<file path="src/pdni_pkg.sv">
package pdni_pkg;
  // Position error and width datapath
  localparam int          PDNI_ERR_W        = 32;
  localparam int          PDNI_WIDTH_W      = 31;
  localparam logic [30:0] PDNI_WIDTH_MAX    = 31'h40000000;
  localparam logic [30:0] PDNI_DONE_W_RST   = 31'h00000007;
  localparam logic [30:0] PDNI_CLOSE_W_RST  = 31'h40000000;
  localparam logic [30:0] PDNI_CLOSE_W_MIN  = 31'h00000001;

  // Completion timing selector values
  typedef enum logic [1:0] {
    PDNI_TIM_ERR_ONLY = 2'h0,
    PDNI_TIM_FILTERED = 2'h1,
    PDNI_TIM_RAW      = 2'h2
  } pdni_timing_t;

  // Control method codes that involve the inhibit
  localparam logic [3:0]  PDNI_CM_POS       = 4'h1;
  localparam logic [3:0]  PDNI_CM_SPD_POS   = 4'h5;
  localparam logic [3:0]  PDNI_CM_POS_INH   = 4'hb;

  // Input allocation modes
  localparam logic        PDNI_ALLOC_FACT   = 1'h0;
  localparam logic        PDNI_ALLOC_USER   = 1'h1;

  // Terminal select value meaning "not allocated"
  localparam logic [3:0]  PDNI_TERM_NONE    = 4'h0;
endpackage

</file>
<file path="src/pdni_core.sv">
// Functional notes
// - Completed is asserted when the absolute position error is below done_width.
// - done_width ranges 0..1073741824, default 7, acts at once and only shapes status.
// - position_done_out is high (closed) when complete and low (open) otherwise.
// - done_timing_select is latched at reset; 0 needs only the error test.
// - Setting 1 also needs the filtered position reference to be zero.
// - Setting 2 also needs the raw position reference input to be zero.
// - Near is asserted while the absolute position error is below close_width.
// - close_width ranges 1..1073741824, default 1073741824, and acts at once.
// - position_near_out is high (closed) when near completion, low otherwise.
// - The near output drives only when a terminal is allocated to it.
// - While inhibited, reference pulses are not counted; counting resumes on release.
// - In allocation mode 0 with method B, mode_select_input closed inhibits counting.
// - With method B, mode_select_input drives nothing but the inhibit.
// - In allocation mode 1, pulse_block_input inhibits only for methods 1 or 5.
// - The inhibit acts only in position control and is ignored otherwise.
`timescale 1ns/1ps
`default_nettype none
module pdni_core
  import pdni_pkg::*;
#(
  parameter int ERR_W = pdni_pkg::PDNI_ERR_W
) (
  // Clock and reset
  input  wire logic                         mclk,
  input  wire logic                         rst_b,
  // Host pins, asynchronous, high = contact closed
  input  wire logic                         ref_pulse,
  input  wire logic                         ref_dir,
  input  wire logic                         mode_select_input,
  input  wire logic                         pulse_block_input,
  // Motor feedback and filter, same clock
  input  wire logic                         fb_step,
  input  wire logic                         fb_dir,
  input  wire logic                         filt_ref_zero,
  input  wire logic                         pos_ctrl_active,
  // Configuration
  input  wire logic [pdni_pkg::PDNI_WIDTH_W-1:0] done_width,
  input  wire logic [pdni_pkg::PDNI_WIDTH_W-1:0] close_width,
  input  wire logic [1:0]                   done_timing_select,
  input  wire logic [3:0]                   control_method_select,
  input  wire logic                         input_alloc_mode,
  input  wire logic [3:0]                   done_out_terminal_sel,
  input  wire logic [3:0]                   close_out_terminal_sel,
  input  wire logic [3:0]                   block_in_terminal_sel,
  // Status
  output var  logic                         position_done_out,
  output var  logic                         position_near_out,
  output var  logic                         position_near_oe,
  output var  logic                         pulse_inhibited,
  output var  logic                         mode_select_aux,
  output var  logic signed [ERR_W-1:0]      pos_err
);
  import pdni_pkg::*;

  // Synchronised pin levels
  logic [3:0] pins_s;
  logic       pulse_s;
  logic       dir_s;
  logic       msel_s;
  logic       blk_s;

  pdni_sync #(.N(4)) u_sync (
    .mclk (mclk),
    .rst_b(rst_b),
    .d    ({ref_pulse, ref_dir, mode_select_input, pulse_block_input}),
    .q    (pins_s)
  );
  assign {pulse_s, dir_s, msel_s, blk_s} = pins_s;

  // Timing selector only changes after restart, caught on the release edge
  logic         timing_loaded_reg;
  pdni_timing_t timing_reg;
  logic         pulse_d_reg;
  logic         done_reg;
  logic         near_reg;
  logic         raw_zero_reg;

  always_ff @(posedge mclk) begin
    if (!rst_b) begin
      timing_loaded_reg <= 1'h0;
      timing_reg        <= PDNI_TIM_ERR_ONLY;
    end else if (!timing_loaded_reg) begin
      timing_loaded_reg <= 1'h1;
      case (done_timing_select)
        2'h1:    timing_reg <= PDNI_TIM_FILTERED;
        2'h2:    timing_reg <= PDNI_TIM_RAW;
        default: timing_reg <= PDNI_TIM_ERR_ONLY;
      endcase
    end
  end

  // Inhibit source selection
  wire method_b     = (control_method_select == PDNI_CM_POS_INH);
  wire method_15    = (control_method_select == PDNI_CM_POS) ||
                      (control_method_select == PDNI_CM_SPD_POS);
  wire fact_inh     = (input_alloc_mode == PDNI_ALLOC_FACT) && method_b && msel_s;
  wire user_inh     = (input_alloc_mode == PDNI_ALLOC_USER) && method_15 &&
                      (block_in_terminal_sel != PDNI_TERM_NONE) && blk_s;
  wire inhibit      = pos_ctrl_active && (fact_inh || user_inh);
  // With method B the select pin feeds no other function
  wire msel_aux     = msel_s && !method_b;

  // Pulse edge accepted only while not inhibited
  wire pulse_edge   = pulse_s && !pulse_d_reg;
  wire pulse_accept = pulse_edge && !inhibit;

  // Error update: reference up, feedback down
  logic signed [ERR_W-1:0] ref_step;
  logic signed [ERR_W-1:0] fb_delta;
  logic signed [ERR_W-1:0] pos_err_next;
  assign ref_step     = pulse_accept ? (dir_s ? -ERR_W'(1) : ERR_W'(1)) : '0;
  assign fb_delta     = fb_step ? (fb_dir ? -ERR_W'(1) : ERR_W'(1)) : '0;
  assign pos_err_next = pos_err + ref_step - fb_delta;

  // Magnitude compare on the current error
  logic [ERR_W-1:0] err_abs;
  assign err_abs = pos_err[ERR_W-1] ? ERR_W'(-pos_err) : ERR_W'(pos_err);
  wire below_done  = err_abs < ERR_W'(done_width);
  wire below_close = err_abs < ERR_W'(close_width);

  // Raw reference counted as zero when no pulse arrived in the last cycle
  wire done_cond =
    (timing_reg == PDNI_TIM_FILTERED) ? (below_done && filt_ref_zero) :
    (timing_reg == PDNI_TIM_RAW)      ? (below_done && raw_zero_reg)  :
                                        below_done;
  wire near_alloc = (close_out_terminal_sel != PDNI_TERM_NONE);

  // Widths are read live, so a new width acts on the next compare
  always_ff @(posedge mclk) begin
    if (!rst_b) begin
      pos_err           <= '0;
      pulse_d_reg       <= 1'h0;
      raw_zero_reg      <= 1'h1;
      done_reg          <= 1'h0;
      near_reg          <= 1'h0;
    end else begin
      pos_err           <= pos_err_next;
      pulse_d_reg       <= pulse_s;
      raw_zero_reg      <= !pulse_edge;
      // Held low until the timing choice is caught, so a restart shows no false done
      done_reg          <= done_cond && timing_loaded_reg;
      near_reg          <= below_close && near_alloc;
    end
  end

  // Output flops; high means contact closed
  always_ff @(posedge mclk) begin
    if (!rst_b) begin
      position_done_out <= 1'h0;
      position_near_out <= 1'h0;
      position_near_oe  <= 1'h0;
      pulse_inhibited   <= 1'h0;
      mode_select_aux   <= 1'h0;
    end else begin
      position_done_out <= done_reg;
      position_near_out <= near_reg;
      position_near_oe  <= near_alloc;
      pulse_inhibited   <= inhibit;
      mode_select_aux   <= msel_aux;
    end
  end

  // done_out_terminal_sel only routes the pin outside this block
  logic unused_sel;
  assign unused_sel = ^done_out_terminal_sel;

  // Assertions
  AST_DONE_FOLLOWS: assert property (@(posedge mclk) disable iff (!rst_b)
    (timing_loaded_reg && timing_reg == PDNI_TIM_ERR_ONLY && below_done)
    |=> ##1 position_done_out)
    else $error("done not set after small error");
  AST_DONE_CLEARS: assert property (@(posedge mclk) disable iff (!rst_b)
    !below_done |=> ##1 !position_done_out)
    else $error("done set with large error");
  AST_FILT_GATE: assert property (@(posedge mclk) disable iff (!rst_b)
    (timing_reg == PDNI_TIM_FILTERED && !filt_ref_zero) |=> ##1 !position_done_out)
    else $error("done set with filtered reference moving");
  AST_RAW_GATE: assert property (@(posedge mclk) disable iff (!rst_b)
    (timing_reg == PDNI_TIM_RAW && pulse_edge) |=> ##2 !position_done_out)
    else $error("done set with raw reference moving");
  AST_NEAR: assert property (@(posedge mclk) disable iff (!rst_b)
    (below_close && near_alloc) |=> ##1 position_near_out)
    else $error("near not set");
  AST_NEAR_ALLOC: assert property (@(posedge mclk) disable iff (!rst_b)
    !near_alloc |=> ##1 !position_near_out)
    else $error("near driven while unallocated");
  AST_INHIBIT_HOLD: assert property (@(posedge mclk) disable iff (!rst_b)
    (inhibit && !fb_step) |=> pos_err == $past(pos_err))
    else $error("pulse counted while inhibited");
  AST_INH_POS_ONLY: assert property (@(posedge mclk) disable iff (!rst_b)
    !pos_ctrl_active |=> !pulse_inhibited)
    else $error("inhibit outside position control");
  AST_METHOD_B: assert property (@(posedge mclk) disable iff (!rst_b)
    method_b |=> !mode_select_aux)
    else $error("select pin used beyond inhibit");
  AST_COUNT: assert property (@(posedge mclk) disable iff (!rst_b)
    (pulse_accept && !dir_s && !fb_step) |=> pos_err == $past(pos_err) + ERR_W'(1))
    else $error("accepted pulse not counted");
  AST_NEAR_CLEARS: assert property (@(posedge mclk) disable iff (!rst_b)
    !below_close |=> ##1 !position_near_out)
    else $error("near set with large error");
  AST_FACT_INH: assert property (@(posedge mclk) disable iff (!rst_b)
    (pos_ctrl_active && input_alloc_mode == PDNI_ALLOC_FACT && method_b && msel_s)
    |=> pulse_inhibited)
    else $error("select pin did not inhibit under method B");
  AST_USER_INH: assert property (@(posedge mclk) disable iff (!rst_b)
    (input_alloc_mode == PDNI_ALLOC_USER && !method_15) |=> !pulse_inhibited)
    else $error("pulse block honoured outside methods 1 and 5");
  AST_TIMING_HOLD: assert property (@(posedge mclk) disable iff (!rst_b)
    timing_loaded_reg |=> $stable(timing_reg))
    else $error("timing choice changed without restart");
  AST_DONE_NO_LOAD: assert property (@(posedge mclk) disable iff (!rst_b)
    !timing_loaded_reg |=> ##1 !position_done_out)
    else $error("done set before timing choice caught");

  COV_DONE: cover property (@(posedge mclk) disable iff (!rst_b) $rose(position_done_out));
  COV_NEAR: cover property (@(posedge mclk) disable iff (!rst_b) $rose(position_near_out));
  COV_INH:  cover property (@(posedge mclk) disable iff (!rst_b) pulse_edge && inhibit);
  COV_RAW:  cover property (@(posedge mclk) disable iff (!rst_b)
    timing_reg == PDNI_TIM_RAW && pulse_edge);
endmodule // pdni_core
`default_nettype wire

</file>
<file path="src/pdni_sync.sv">
`timescale 1ns/1ps
`default_nettype none
// Two-flop synchroniser for asynchronous pins
module pdni_sync #(
  parameter int N = 1
) (
  // Clock and reset
  input  wire logic         mclk,
  input  wire logic         rst_b,
  // Data
  input  wire logic [N-1:0] d,
  output var  logic [N-1:0] q
);
  logic [N-1:0] meta_reg;

  // First stage feeds only the second
  always_ff @(posedge mclk) begin
    if (!rst_b) begin
      meta_reg <= '0;
      q        <= '0;
    end else begin
      meta_reg <= d;
      q        <= meta_reg;
    end
  end
endmodule // pdni_sync
`default_nettype wire

</file>
<file path="config.mk">
export PLATFORM = sky130hd
export DESIGN_NAME = pdni_core
export DESIGN_NICKNAME = d
export VERILOG_FILES = /design/src/pdni_pkg.sv /design/src/pdni_core.sv /design/src/pdni_sync.sv
export SDC_FILE = /design/constraint.sdc
export NUM_CORES = 1
export LEC_CHECK = 0
export ABC_CLOCK_PERIOD_IN_PS = 7200
export BUFFER_PORTS_ARGS = -buffer_cell sky130_fd_sc_hd__buf_2
export CORE_ASPECT_RATIO = 1.2
export CORE_MARGIN = 2
export CORE_UTILIZATION = 55
export CTS_BUF_LIST = sky130_fd_sc_hd__clkbuf_8
export DETAILED_ROUTE_END_ITERATION = 10
export PLACE_DENSITY = 0.8
export SKIP_LAST_GASP = 1
export SYNTH_ARGS = -nofsm -noshare
export SYNTH_HDL_FRONTEND = slang
export SYNTH_SLANG_ARGS = --single-unit
</file>
<file path="constraint.sdc">
create_clock -name mclk -period 7.2 [get_ports mclk]
set_input_delay 1.08 -clock mclk [delete_from_list [all_inputs] [get_ports mclk]]
set_output_delay 1.08 -clock mclk [all_outputs]
set_load 0.1 [all_outputs]
</file>
==> results.yml <==
outcome:
  status: "finished, final reports clean"
timing:
  min_period_ps: 5840
  clock_skew_ps: 9.22
  setup_viol: 0
  rsz0062_at_grt: "no"
  max_freq_mhz: 171
  period_share_pct: 81.1
  slew_viol_final: 0
  tightest_slew_ps: 900
  setup_tns_ps: 0
  slew_headroom_pct: 39.6
  hold_violations: 0
clock_tree:
  cts_tree: "yes"
  cts_sinks: 52
  cts_made_buffers: 5
  postCtsSetupRepairBufs: 0
  cts_root_buf: "clkbuf_8"
  clk_path_buf_depth: 2
  htreeDepth: 2
  cts_resized: 0
  holdBufCountCts: 0
  cts.clk_slew.worst_paths_ps: 110
  clock_latency_ps: 320
route:
  routed_wl_mm: 13.4
  route.detailed.drc: 0
  ant_nets: 0
  dr_total_vias: 5384
  drt-initial-drc-count: 257
  firstDrtPassIters: 4
  wl_per_cell_um: 13.3
  vias_per_cell: 5.34
floorplanning:
  die_width_um: 99.6
  initial_core_util_pct: 56.8
  die-height_um: 119
  io_pins: 128
  num_rows: 41
  core_area_um2: 10600
  die_area_um2: 11800
global_routing:
  track_usage_pct: 23.4
  gr-total-overflow: 0
  antenna_found_initial: 0
  grt_pass1_vias: 5239
  grt_pass1_wl_mm: 23.1
  grt_max_degree: 34
layout:
  largest_reg_flops: 32
  num_antenna_cells: 0
  fillers: 955
  syn_to_final_growth_pct: 14.3
  multi_input_area_um2: 4350
  nets: 1093
  ff_latch_area_um2: 1040
  drive_gt1_share_pct: 17.3
critical_path:
  worstPathMaxFanout: 21
  cp-end-kind: "register"
  crit_type: "in2reg"
  critPathSlowestCell: "fa_1"
  critPathLaunchType: "primary input"
  critPathBufInv: 2
  cp_cell_sequence: "buf_2 > nor4_1 > nor3_1 > o21ai_0 > nand3_2 > fa_1 > inv_1 > ha_1 > a211oi_1 > o21ai_0 > o2111ai_1 > a21oi_1 > o41a_1 > a211oi_1 > a41oi_1 > o41ai_1"
  required_ps: 7430
  critical_path.top_delay_family: "compound AO/OA/AOI/OAI gates"
  cpPeakStageDelay_ps: 810
  arrival_ps: 6070
synthesis:
  yosys-top-cells-area: "ha_1 (19%), dfxtp_1 (17%), fa_1 (10%), inv_1 (9.7%), xnor2_1 (5.7%)"
  yosysSeqAreaShare_pct: 17.3
  synth_edf_count: 0
  synthDistinctLibCells: 59
  avgSynthCellArea_um2: 8.00
  synth_ff_type: "dfxtp_1"
  syn_area_um2: 6030
  yosysTopAreaCell: "ha_1"
  syn_inst: 754
  ys_seq_elements: 52
  syn-num-nets: 969
  synthArstFlopShare_pct: 0
  yosysWarnings: 0
  synthDominantCellAreaShare_pct: 19.3
placement:
  finalWeightedCongestion: 0.863
  io_buffers: 123
  post-dp-hpwl_mm: 11.2
run:
  max_cap_viol_count: 0
worst_hold_path:
  holdCritPathClass: "reg2reg"
layer usage:
metal	up-vias	GRT usage, %	wire, um
met5	-	0	0
met4	0	5.05	160
met3	9	2.48	573
met2	130	41.4	6520
met1	2448	30.7	6170
li1	2797	-	-
synth_stat cells (all sizes together) (4+ instances only):
cell	count
ha	93
nand2	33
or3	6
dfxtp	52
nand2b	6
nor2b	5
a21oi	45
nor2	51
a21o	28
clkbuf	9
o21a	4
and2	15
xor2	14
o31ai	8
a211oi	5
nor3	15
nor4	4
nand3	12
and3	5
or4	4
xnor2	39
o21bai	5
nand4	17
o21ai	37
nor3b	6
o41ai	7
fa	31
inv	161
final timing paths:
path                            startpoint          end  slack, ps  depth (start not counted)
setup reg to reg               u_sync.q[1]  pos_err[29]       2130                         14
hold reg to reg         u_sync.meta_reg[0]  u_sync.q[0]        440                          1
setup / recovery  block_in_terminal_sel[1]  pos_err[29]       1360                         16
hold / removal          u_sync.meta_reg[0]  u_sync.q[0]        440                          1
placed cells by master (no fill, tap or decap), types with 15 or more instances in the layout:
cell type    n
fa_1        31
buf_2      123
a21o_1      28
inv_1      155
and2_1      15
nor3_1      15
ha_1        93
dfxtp_1     52
nor2_1      50
xnor2_1     39
o21ai_0     36
nand2_1     33
a21oi_1     45
metrics by stage:
stage / std cells / cell area (um2) / hold slack, ps / setup WS [ps] / utilization [%]
after floorplan: 754 / 6030 / 412 / 1180 / -
final: 1008 / 6890 / 440 / 1360 / 64.9
after global placement: 1000 / 6800 / 413 / 1080 / 64.0
after global routing: 1008 / 6890 / 462 / 896 / 64.9
after detailed placement: 1000 / 6800 / 422 / 1030 / 64.0
after CTS: 1008 / 6890 / 446 / 1350 / 64.9
final cells by class:
class / count / area share, %
flip-flops and latches: 52 / 15.1
repair buffers: 127 / 9.37
clock inverters: 3 / 0.345
well taps: 129 / 2.34
clock buffers: 5 / 0.998
inverters: 161 / 8.77
multi-input cells: 531 / 63.1
cell families after synthesis:
logic type / share of synthesized area [%]
DFF: 17.3
AOI/OAI and AO/OA: 17.7
buffers and inverters: 10.7
adders and majority gates: 29.6
xor gates and xnor gates: 7.70
and+or+nand+nor: 16.7
muxes: 0.332
Power is not shown: default switching activity piles up to over one toggle a cycle in this logic, so the estimate is an artifact.
